`config.mk`:
```
export PLATFORM = sky130hd
export DESIGN_NAME = windowless_watchdog_timer
export DESIGN_NICKNAME = d
export VERILOG_FILES = /design/src/include/wdg_pkg.sv /design/src/hw/wdg_tick.sv /design/src/hw/windowless_watchdog_timer.sv
export VERILOG_INCLUDE_DIRS = /design/src /design/src/include
export SDC_FILE = /design/constraint.sdc
export NUM_CORES = 1
export LEC_CHECK = 0
export BUFFER_PORTS_ARGS = -buffer_cell sky130_fd_sc_hd__buf_2
export CAP_MARGIN = 0
export CORE_AREA = 2 2 71 90
export DETAILED_ROUTE_END_ITERATION = 12
export DIE_AREA = 0 0 73 92
export PLACE_DENSITY_LB_ADDON = 0.2
export SYNTH_ARGS = -nofsm -noshare
export SYNTH_HDL_FRONTEND = slang
export SYNTH_SLANG_ARGS = --single-unit
```
`constraint.sdc`:
```
create_clock -name REF_CLK -period 3.06 [get_ports REF_CLK]
set_input_delay 0.612 -clock REF_CLK [delete_from_list [all_inputs] [get_ports REF_CLK]]
set_output_delay 0.612 -clock REF_CLK [all_outputs]
set_load 0.05 [all_outputs]
```
`src/include/wdg_consts.svh`:
```
// Purpose: constants for the windowless watchdog timer
// Assumes: oscillator clock is the design clock REF_CLK at 125 MHz
// Notes: reset pulse count derived from a time in ns; prescale and wake counts given in cycles
`ifndef WDG_CONSTS_SVH
`define WDG_CONSTS_SVH
`define WDG_PRESCALE_CYCLES   14'h3FFF
`define WDG_CTRL_RESET        8'h7F
`define WDG_ACT_BIT           7
`define WDG_TOP_BIT           6
`define WDG_CLK_MHZ           125
`define WDG_RST_PULSE_NS      30000
`define WDG_RST_PULSE_CYC     ((`WDG_RST_PULSE_NS * `WDG_CLK_MHZ + 999) / 1000)
`define WDG_WAKE_SHORT        13'h0100
`define WDG_WAKE_LONG         13'h1000
`endif

```
`src/include/wdg_pkg.sv`:
```
// Purpose: types for the windowless watchdog timer
// Assumes: nothing
// Notes: none
package wdg_pkg;
	typedef enum logic [1:0] {
		RUN      = 2'b00,
		HALT_ONE = 2'b01,
		STOPPED  = 2'b11,
		WAKE     = 2'b10
	} run_state_t;
	typedef struct packed {
		logic       act;
		logic [6:0] count;
	} ctrl_t;
	typedef struct packed {
		logic halt_req;
		logic ext_irq;
		logic osc_irq;
	} power_ev_t;
endpackage

```
`src/hw/wdg_tick.sv`:
```
// Purpose: free-running prescaler giving one tick per period
// Assumes: clock enable freezes the count
// Notes: never cleared by counter writes
`timescale 1ns/1ps
`include "wdg_consts.svh"
module wdg_tick (
	// Clock, reset, enable
	input  wire logic REF_CLK,
	input  wire logic SRST,
	input  wire logic CE,
	// Output
	output logic      TICK
);
	logic [13:0] presc;

	always_ff @(posedge REF_CLK) begin
		if (SRST) begin
			presc <= 14'h0000;
		end else if (CE) begin
			presc <= (presc == `WDG_PRESCALE_CYCLES) ? 14'h0000 : presc + 14'h0001;
		end
	end

	assign TICK = CE && (presc == `WDG_PRESCALE_CYCLES);
endmodule

```
`src/hw/windowless_watchdog_timer.sv`:
```
// Purpose: seven-bit watchdog down-counter with reset pulse generation
// Assumes: control inputs come from logic on REF_CLK
// Notes: reset output is active low
`timescale 1ns/1ps
`include "wdg_consts.svh"
module windowless_watchdog_timer (
	// Clock, reset, enable
	input  wire logic                  REF_CLK,
	input  wire logic                  SRST,
	input  wire logic                  CE,
	// Control register write and read ports
	input  wire logic                  CTRL_WR,
	input  wire logic [7:0]            CTRL_WDATA,
	output logic [7:0]                 CTRL_RDATA,
	// Options and mode inputs
	input  wire logic                  HW_WDG_OPTION,
	input  wire logic                  HALT_RESET_OPTION,
	input  wire logic                  RTC_IRQ_ENABLE,
	input  wire logic                  LONG_WAKE_DELAY,
	input  wire wdg_pkg::power_ev_t    POWER_EV,
	// Outputs
	output logic                       WDG_RESET_N,
	output logic                       HALTED
);
	wdg_pkg::ctrl_t     ctrl;
	wdg_pkg::run_state_t state;
	logic               tick;
	logic [15:0]        pulse_cnt;
	logic [12:0]        wake_cnt;
	logic               active;
	logic               halt_enter;
	logic               fire;
	logic               roll;
	logic               counting;

	wdg_tick u_tick (
		.REF_CLK (REF_CLK),
		.SRST    (SRST),
		.CE      (CE),
		.TICK    (tick)
	);

	assign active     = HW_WDG_OPTION | ctrl.act;
	assign halt_enter = CE && POWER_EV.halt_req && (state == wdg_pkg::RUN);
	// SLOW and WAIT have no input here: counting ignores them
	assign counting   = (state == wdg_pkg::RUN) || (state == wdg_pkg::HALT_ONE);
	assign roll       = tick && counting && (ctrl.count == 7'h40);
	assign fire = CE && (
		(roll && active && (state == wdg_pkg::RUN)) ||
		// A write that clears the top bit while the watchdog is (or becomes) active resets
		(CTRL_WR && (CTRL_WDATA[`WDG_ACT_BIT] || active) && !CTRL_WDATA[`WDG_TOP_BIT]) ||
		(halt_enter && active && !RTC_IRQ_ENABLE && HALT_RESET_OPTION));

	// Control register
	always_ff @(posedge REF_CLK) begin
		if (SRST) begin
			ctrl <= `WDG_CTRL_RESET;
		end else if (CE) begin
			if (CTRL_WR) begin
				ctrl.count <= CTRL_WDATA[6:0];
				ctrl.act   <= ctrl.act | CTRL_WDATA[`WDG_ACT_BIT];
			end else if (tick && counting) begin
				ctrl.count <= ctrl.count - 7'h01;
			end
		end
	end

	// Low-power sequencing
	always_ff @(posedge REF_CLK) begin
		if (SRST) begin
			state    <= wdg_pkg::RUN;
			wake_cnt <= 13'h0000;
		end else if (CE) begin
			case (state)
				wdg_pkg::RUN: begin
					if (halt_enter && !(HALT_RESET_OPTION && !RTC_IRQ_ENABLE && active)) begin
						state <= RTC_IRQ_ENABLE ? wdg_pkg::STOPPED : wdg_pkg::HALT_ONE;
					end
				end
				wdg_pkg::HALT_ONE: begin
					if (POWER_EV.ext_irq) begin
						state    <= wdg_pkg::WAKE;
						wake_cnt <= LONG_WAKE_DELAY ? `WDG_WAKE_LONG : `WDG_WAKE_SHORT;
					end else if (tick) begin
						state <= wdg_pkg::STOPPED;
					end
				end
				wdg_pkg::STOPPED: begin
					if (RTC_IRQ_ENABLE && (POWER_EV.ext_irq || POWER_EV.osc_irq)) begin
						state <= wdg_pkg::RUN;
					end else if (!RTC_IRQ_ENABLE && POWER_EV.ext_irq) begin
						state    <= wdg_pkg::WAKE;
						wake_cnt <= LONG_WAKE_DELAY ? `WDG_WAKE_LONG : `WDG_WAKE_SHORT;
					end
				end
				wdg_pkg::WAKE: begin
					if (wake_cnt <= 13'h0001) begin
						state <= wdg_pkg::RUN;
					end
					wake_cnt <= wake_cnt - 13'h0001;
				end
				default: state <= wdg_pkg::RUN;
			endcase
		end
	end

	// Reset pulse; restart delay after reset is taken by the system reset itself
	always_ff @(posedge REF_CLK) begin
		if (SRST) begin
			pulse_cnt <= 16'h0000;
		end else if (CE) begin
			if (fire) begin
				pulse_cnt <= 16'(`WDG_RST_PULSE_CYC);
			end else if (pulse_cnt != 16'h0000) begin
				pulse_cnt <= pulse_cnt - 16'h0001;
			end
		end
	end

	assign WDG_RESET_N = (pulse_cnt == 16'h0000);
	assign CTRL_RDATA  = ctrl;
	assign HALTED      = (state != wdg_pkg::RUN);
endmodule

```
## Word-level counts from Yosys, hierarchy flattened

Index checks and enable logic that the tools add are counted.

| storage, ports and cells | value |
|---|---|
| flip-flop bits (word level) | 53 |
| output and inout bits | 10 |
| logic and storage cells | 81 |

| operators by class | value |
|---|---|
| add/subtract/negate cells | 4 |
| order comparisons | 1 |
| eq/ne operators | 12 |
| mux-type cells | 18 |
| bitwise logic cells | 2 |
| reductions and logical operators | 38 |

Operator list:

| kind | number |
|---|---|
| $mux W13 | 4 |
| $pmux W13 S3 | 1 |
| $mux W16 | 2 |
| $logic_and A1 B1 Y1 | 18 |
| $logic_not A16 Y1 | 1 |
| $reduce_bool A16 Y1 | 1 |
| $sub A16 B1 Y16 const B | 1 |
| $add A14 B1 Y14 const B | 1 |
| $eq A14 B14 Y1 const B | 1 |
| $mux W14 | 1 |
| $mux W2 | 7 |
| $mux W7 | 2 |
| $le A13 B1 Y1 const B | 1 |
| $sub A13 B1 Y13 const B | 1 |
| $reduce_and A5 Y1 | 2 |
| $ne A2 B2 Y1 const B | 4 |
| $pmux W2 S4 | 1 |
| $eq A7 B7 Y1 const B | 1 |
| $sub A7 B1 Y7 const B | 1 |
| $ne A3 B3 Y1 const B | 2 |
| $reduce_and A2 Y1 | 3 |
| $reduce_bool A2 Y1 | 3 |
| $logic_or A1 B1 Y1 | 5 |
| $eq A2 B2 Y1 const B | 2 |
| 6 further kinds | 9 |

## Depth between registers and ports, before layout

Gate-level depths: netlist (run 1).

| logic depth | value |
|---|---|
| depth after elaboration | 11 |
| mapped depth | 8 |
| depth with buffers taken out | 7 |

## By module

A second synthesis (run 1) with hierarchy kept.

| unflattened totals | value |
|---|---|
| cells, all modules | 364 |
| area total of the unflattened synthesis | 3,007.9 um2 |

Modules (own cells, without submodules):

| module | times used | cells each | area an instance (um2) |
|---|---|---|---|
| windowless_watchdog_timer | 1 | 290 | 2,357.3 |
| wdg_tick | 1 | 74 | 650.6 |

## Worst setup path before layout (run 1)

OpenSTA, ideal clock, no wires.

| timing path | value |
|---|---|
| kind | flip-flop to flip-flop |
| start point | register ctrl, in the netlist CTRL_RDATA[2] |
| end point | register pulse_cnt[3] |
| library setup time | 132 ps |
| data arrival time | 2,213 ps |
| data required time | 2,928 ps |
| path slack | 715 ps |
| cell stages (with the launch flop) | 7 |
| clock period less this slack | 2,345 ps |
| cell sequence | dfxtp_1 or4_1 nor4b_1 a21oi_2 clkbuf_1 o21ai_0 a21oi_1 |

| on the way | value |
|---|---|
| word-level cells in the longest chain between the ends | 9 |

RTL lines:

| what | line | RTL |
|---|---|---|
| from (decl) | windowless_watchdog_timer.sv:25 | `wdg_pkg::ctrl_t ctrl;` |
| from (signal assigned) | windowless_watchdog_timer.sv:57 | `` ctrl <= `WDG_CTRL_RESET; `` |
| $eq A7 B7 Y1 (*) | windowless_watchdog_timer.sv:47 | `assign roll = tick && counting && (ctrl.count == 7'h40);` |
| $logic_and A1 B1 Y1 (*) | windowless_watchdog_timer.sv:47 |  |
| $logic_and A1 B1 Y1 (*) (2 in series) | windowless_watchdog_timer.sv:49 | `(roll && active && (state == wdg_pkg::RUN)) \|\|` |
| $logic_or A1 B1 Y1 (*) (2 in series) | windowless_watchdog_timer.sv:49 |  |
| $logic_and A1 B1 Y1 (*) | windowless_watchdog_timer.sv:48 | `assign fire = CE && (` |
| $reduce_bool A2 Y1 (no source line) | n/a |  |
| $reduce_and A2 Y1 (no source line) | n/a |  |
| to (signal assigned) | windowless_watchdog_timer.sv:113 | `` pulse_cnt <= 16'(`WDG_RST_PULSE_CYC); `` |
| to (signal assigned) | windowless_watchdog_timer.sv:115 | `pulse_cnt <= pulse_cnt - 16'h0001;` |
| to (decl) | windowless_watchdog_timer.sv:28 | `logic [15:0] pulse_cnt;` |

Mark *: on every way between the ends. The rest lies on a longest branch, timed or not.
A chain may end at the register's enable or synchronous reset.

## Worst setup path in the final report (run 1)

| timing path | value |
|---|---|
| start point | register pulse_cnt[6] |
| end point | output port WDG_RESET_N |

| on the way | value |
|---|---|
| word-level cells in the longest chain between the ends | 1 |

RTL lines:

| what | line | RTL |
|---|---|---|
| $logic_not A16 Y1 | windowless_watchdog_timer.sv:120 | `assign WDG_RESET_N = (pulse_cnt == 16'h0000);` |
| to (decl) | windowless_watchdog_timer.sv:22 | `output logic WDG_RESET_N,` |

Every way passes these cells.

==> results of run 1 <==
==> sequential cells by signal, summed over array words and instances (netlist names) <==
signal        count
CTRL_RDATA        8
pulse_cnt        16
state             2
u_tick.presc     14
wake_cnt         13
==> critical path, cell delays in order, from the launching register on <==
cell     delay [ps]
dfxtp_1         380
nor4_2          620
and4_1          390
buf_2           290
==> through the flow <==
step | total power [mW] | hold WS (ps)
finish | 2.02 | 475
global placement | 1.55 | 454
global route | 2.16 | 491
floorplan | 1.40 | 445
CTS | 2.03 | 478
detailed placement | 1.57 | 465
==> logic make-up (layout without fill, tap and decap cells) <==
kind of cell	Yosys count	in the layout	synth area share [%]
AND/OR/NAND/NOR	152	152	27.7
adder cells (fa/ha/maj)	6	6	2.61
flip-flops	53	53	36.9
buffers and inverters	31	55	4.05
AO/OA/AOI/OAI	101	101	23.5
XOR/XNOR	17	17	5.18
==> path summary, 6_finish.rpt <==
check | startpoint | endpoint | slack, ps | cells past startpoint
max | pulse_cnt[6] | WDG_RESET_N | 460 | 3
min | pulse_cnt[1] | pulse_cnt[1] | 470 | 2
max reg2reg | state[0] | pulse_cnt[7] | 700 | 5
min reg2reg | pulse_cnt[1] | pulse_cnt[1] | 470 | 2
==> layout by cell type (no fill, tap or decap), types with 3 or more instances in the layout <==
cell type / instances
nor4_1: 6
or4_1: 6
ha_1: 6
nand4_1: 12
o211ai_1: 4
nand3_1: 7
nand2_1: 31
a21o_1: 4
clkbuf_8: 5
a41o_1: 3
or3_1: 7
o21bai_1: 3
or2_2: 4
buf_2: 28
a21oi_1: 26
nor3_1: 17
nor2_1: 39
a31oi_1: 8
inv_1: 16
o21a_1: 4
xor2_1: 12
a211oi_1: 3
buf_4: 4
o31ai_1: 3
dfxtp_1: 53
xnor2_1: 5
nand2b_1: 5
o211a_1: 3
o21ai_0: 20
==> power by group <==
group          leakage, nW  internal (mW)  switching [mW]  total, mW
combinational        0.731          0.271           0.430      0.701
sequential           0.432          0.770          0.0878      0.858
clock               0.0540          0.238           0.226      0.465
total                 1.22           1.28           0.744       2.02
==> per-layer routing <==
metal / wire length, um / share of wire (%)
met2: 3140 / 49
met4: 74 / 1.2
met3: 286 / 4.5
met5: 0 / 0
met1: 2930 / 46
==> layout make-up <==
class                      instances  area (um^2)
fill                             589         2790
clock inverter                     2         35.0
clock buffer                       5         68.8
tap                               68         85.1
inverter                          16         60.1
sequential                        53         1060
timing repair buffer              32          170
multi-input combinational        276         1700
==> impl_metrics.yaml, run 1 <==
routing:
  wl_per_cell_um: 14.2
  drcViolationCount: 0
  wirelength_mm: 6.42
  antenna_left: 0
  vias_per_cell: 5.96
  num_vias: 2693
  dr.first_iter.drc_count: 124
  drt_first_pass_iters: 4
timing:
  setup_tns_ps: 0
  finalCritPeriodShare_pct: 85.1
  fmax_mhz: 384
  skew_ps: 7.61
  relSlewSlack_pct: 46.9
  final_max_slew_viol_count: 0
  fin_ws_ps: 456
  finalHoldViolations: 0
  setup_viol: 0
  rsz0062_at_grt: "false"
  min_period_ps: 2600
  worstMarginPinSlew_ps: 791
die:
  start_util_pct: 48.2
  die_x_um: 73
  io_pins: 29
  die_y_um: 92
  core_region_area_mm2: 0.00597
  die_area_mm2: 0.00672
  num_rows: 32
cts:
  root_buffer: "clkbuf_8"
  htree_levels: 2
  hold_buffers: 0
  insertion_delay_ps: 300
  path_clk_slew_ps: 100
  numCtsBuffers: 5
  clock_sinks: 53
  cts.path.max_buffers: 2
  cts_post_setup_buffers_inserted: 0
  cts_tree: "built"
  cts_resized: 0
yosys:
  synth.area.top_cells: "dfxtp_1 37%, nor2_1 5.1%, a21oi_1 4.5%"
  yosysWarnings: 0
  synth_most_common_cell: "dfxtp_1"
  synth-seq-cells: 53
  netlist_top_cells_count: "53 x dfxtp_1, 39 x nor2_1, 31 x nand2_1"
  syn_nets: 385
  ys_seq_area_share_pct: 36.9
  syn_inst: 360
  synth_top_area_share_pct: 36.9
  synthArstFlopShare_pct: 0
  syn_area_mm2: 0.00287
  synth_cell_types: 57
  synth_edf_count: 0
  synth_top_area_cell: "dfxtp_1"
  ys.flop_type: "dfxtp_1"
  syn_area_per_cell_um2: 7.98
power:
  p_leak_nw: 1.22
  p_per_area_mw_per_mm2: 637
  ir_drop_v: 0.000284
critical_path:
  criticalPathCategory: "register to output port"
  crit_path_start_kind: "register"
  worstPathArrival_ps: 1990
  crit_path_max_fanout: 8
  cp.required_ps: 2450
  end_kind: "output port"
final_layout:
  fin_nets: 409
  stdcell_count: 452
  n_antenna_cell: 0
  post_route_cells_drive_above_1_share_pct: 13.8
  finish.utilization_pct: 53.2
  area_growth_pct: 10.5
  stdcell_area_mm2: 0.00318
global_routing:
  grtUsageTotal_pct: 20.5
  grt_overflow: 0
  grtUsageMet3_pct: 3.08
  grt_pass1_wl_mm: 11.2
  grt_pass1_vias: 2513
  top_usage_layer: "met2"
  grt_max_degree: 25
  antenna_found_initial: 0
  use_met1_pct: 25.9
  use_met2_pct: 35.4
placed_design:
  dp_cells: 445
  dpl.hpwl_mm: 4.59
  postPlaceCellArea_mm2: 0.00307
  io_buffers: 28
  gp_congestion: 0.822
  place_ws_ps: 626
status:
  status: "finished clean"
min_path:
  hp-class: "register to register"
run:
  maxCapViolCount: 0
(Power assumes the default switching activity.)
==> inputs of run 2 (changes only) <==
ABC_AREA = 1   (was default)
CORE_AREA = 2 2 73 93   (was 2 2 71 90)
DIE_AREA = 0 0 75 95   (was 0 0 73 92)
==> run 2 against run 1 <==
  * Clock power increased by 4.7%
  * Highest routed layer unchanged
  * Sequential cell count did not move
  * Critical path type unchanged
  * Largest power group unchanged
  * Register-to-register slack gained 460 ps
  * Critical path depth is 4 higher
  * Combinational power shrank 25%
==> impl_metrics.yaml, run 2 <==
die:
  die_x_um: 75
  io_pins: 29
  core_region_area_mm2: 0.00632
  start_util_pct: 48.1
  num_rows: 33
  die_y_um: 95
  die_area_mm2: 0.00713
cts:
  insertion_delay_ps: 320
  cts_post_setup_buffers_inserted: 0
  numCtsBuffers: 5
  root_buffer: "clkbuf_8"
  clock_sinks: 53
  cts_resized: 0
  cts.path.max_buffers: 2
  hold_buffers: 0
  htree_levels: 2
  cts_tree: "built"
  path_clk_slew_ps: 100
critical_path:
  crit_path_start_kind: "register"
  criticalPathCategory: "register to output port"
  crit_path_max_fanout: 6
  cp.required_ps: 2450
  path_common_cell: "inv_1"
  critical_path.cell_chain: "inv_1 -> ha_1 -> nand3_2 -> nor2_4 -> nand4_2 -> inv_1 -> buf_2"
  worstPathArrival_ps: 1770
  end_kind: "output port"
  cp_slowest_stage_delay_ps: 310
  crit_path_top_delay_cell: "dfxtp_1"
final_layout:
  final_cell_mix: "83 x nand2_1, 69 x nor2_1, 60 x inv_1"
  largest-register: "pulse_cnt"
  area_growth_pct: 10.5
  nFillCells: 636
  reg.largest.list: "pulse_cnt x16, u_tick.presc x14, wake_cnt x13"
  fin_nets: 501
  stdcell_area_mm2: 0.00336
  n_antenna_cell: 0
  finish.utilization_pct: 53.2
  final_common_cell: "nand2_1"
  post_route_cells_drive_above_1_share_pct: 13.2
  largest_reg_flops: 16
  stdcell_count: 564
power:
  combPwrFrac_pct: 29.0
  clockPowerShare_pct: 27.0
  finalPower_mw: 1.80
  power_switching_mw: 0.629
  p_int_mw: 1.18
  power.share.sequential_pct: 44.0
  p_per_area_mw_per_mm2: 537
  switching_share_pct: 34.9
  p_leak_nw: 1.52
  ir_drop_v: 0.000314
routing:
  vias_per_cell: 4.99
  antenna_left: 0
  dr.first_iter.drc_count: 99
  drcViolationCount: 0
  num_vias: 2816
  drt_first_pass_iters: 4
  wirelength_mm: 6.40
  wl_per_cell_um: 11.4
yosys:
  synth_most_common_cell: "nand2_1"
  synth_top_area_share_pct: 34.9
  syn_area_mm2: 0.00304
  synthArstFlopShare_pct: 0
  synth_top_area_cell: "dfxtp_1"
  syn_inst: 448
  synth_edf_count: 0
  yosysWarnings: 0
  synth-seq-cells: 53
  synth.area.top_cells: "dfxtp_1 35%, nand2_1 10%, nor2_1 8.5%"
  synth_cell_types: 36
  syn_nets: 473
  ys.flop_type: "dfxtp_1"
  netlist_top_cells_count: "83 x nand2_1, 69 x nor2_1, 60 x inv_1"
  ys_seq_area_share_pct: 34.9
  syn_area_per_cell_um2: 6.79
timing:
  relSlewSlack_pct: 72.3
  finalCritPeriodShare_pct: 78.0
  final_max_slew_viol_count: 0
  fin_ws_ps: 674
  skew_ps: 20.2
  holdWs_ps: 447
  fmax_mhz: 419
  min_period_ps: 2390
  setup_viol: 0
  finalHoldViolations: 0
  worstMarginPinSlew_ps: 416
  setup_tns_ps: 0
  rsz0062_at_grt: "false"
global_routing:
  grt_max_degree: 22
  grt_pass1_wl_mm: 11.1
  grtUsageTotal_pct: 19.8
  grt_pass1_vias: 2564
  antenna_found_initial: 0
  grt_overflow: 0
placed_design:
  io_buffers: 28
  gp_congestion: 0.859
  place_ws_ps: 811
  dpl.hpwl_mm: 4.77
  dp_cells: 556
  postPlaceCellArea_mm2: 0.00325
min_path:
  hp-class: "register to register"
run:
  maxCapViolCount: 0
status:
  status: "finished clean"
[run 2: cell types whose count changed in the layout (fill, tap and decap cells not counted), moves of 7 or more]
cell / previous run / this run
a21oi_1: 26 / 33
a31oi_1: 8 / 0
inv_1: 16 / 60
nand2_1: 31 / 83
nand3_1: 7 / 32
nor2_1: 39 / 69
nor2_2: 0 / 9
nor3_1: 17 / 10
or3_1: 7 / 0
[run 2: worst paths after layout]
kind / startpoint / end / slack [ps] / depth (start not counted)
setup / recovery: pulse_cnt[0] / WDG_RESET_N / 670 / 7
hold reg to reg: u_tick.presc[7] / u_tick.presc[7] / 450 / 2
setup reg to reg: pulse_cnt[0] / pulse_cnt[10] / 1160 / 10
hold / removal: u_tick.presc[7] / u_tick.presc[7] / 450 / 2
[run 2: cell families after synthesis]
kind of cell | synth area share [%]
xor+xnor | 5.18
buf+inv | 9.50
fa+ha+maj | 2.47
compound gates | 12.3
simple gates | 35.7
flops | 34.9
[run 2: power by group through the flow]
stage	logic, mW	registers [mW]	clock network [mW]
floorplan	0.406	0.822	0
global placement	0.519	0.808	0
detailed placement	0.524	0.809	0
CTS	0.527	0.793	0.503
global route	0.596	0.802	0.525
finish	0.524	0.794	0.487
[run 2: final cells by class]
type	count	area [um^2]	share of cell area (%)
multi-input combinational	324	1690	50.3
sequential	53	1060	31.6
inverter	62	233	6.92
timing repair buffer	30	155	4.62
tap	87	109	3.24
clock buffer	6	72.6	2.16
clock inverter	2	38.8	1.15
[run 2: critical path: cells and delay by family, from the launching register on]
kind,cells,cell delay [ps]
fa+ha+maj,1,240
buf+inv,3,450
flops,1,310
simple gates,3,460
[run 2: per-layer routing]
metal / up-vias / wire, um / GRT usage (%)
met3: 5 / 244 / 4.16
li1: 1505 / - / -
met1: 1256 / 3070 / 25.3
met2: 50 / 3030 / 33.0
met4: 0 / 65 / 6.25
met5: - / 0 / 0
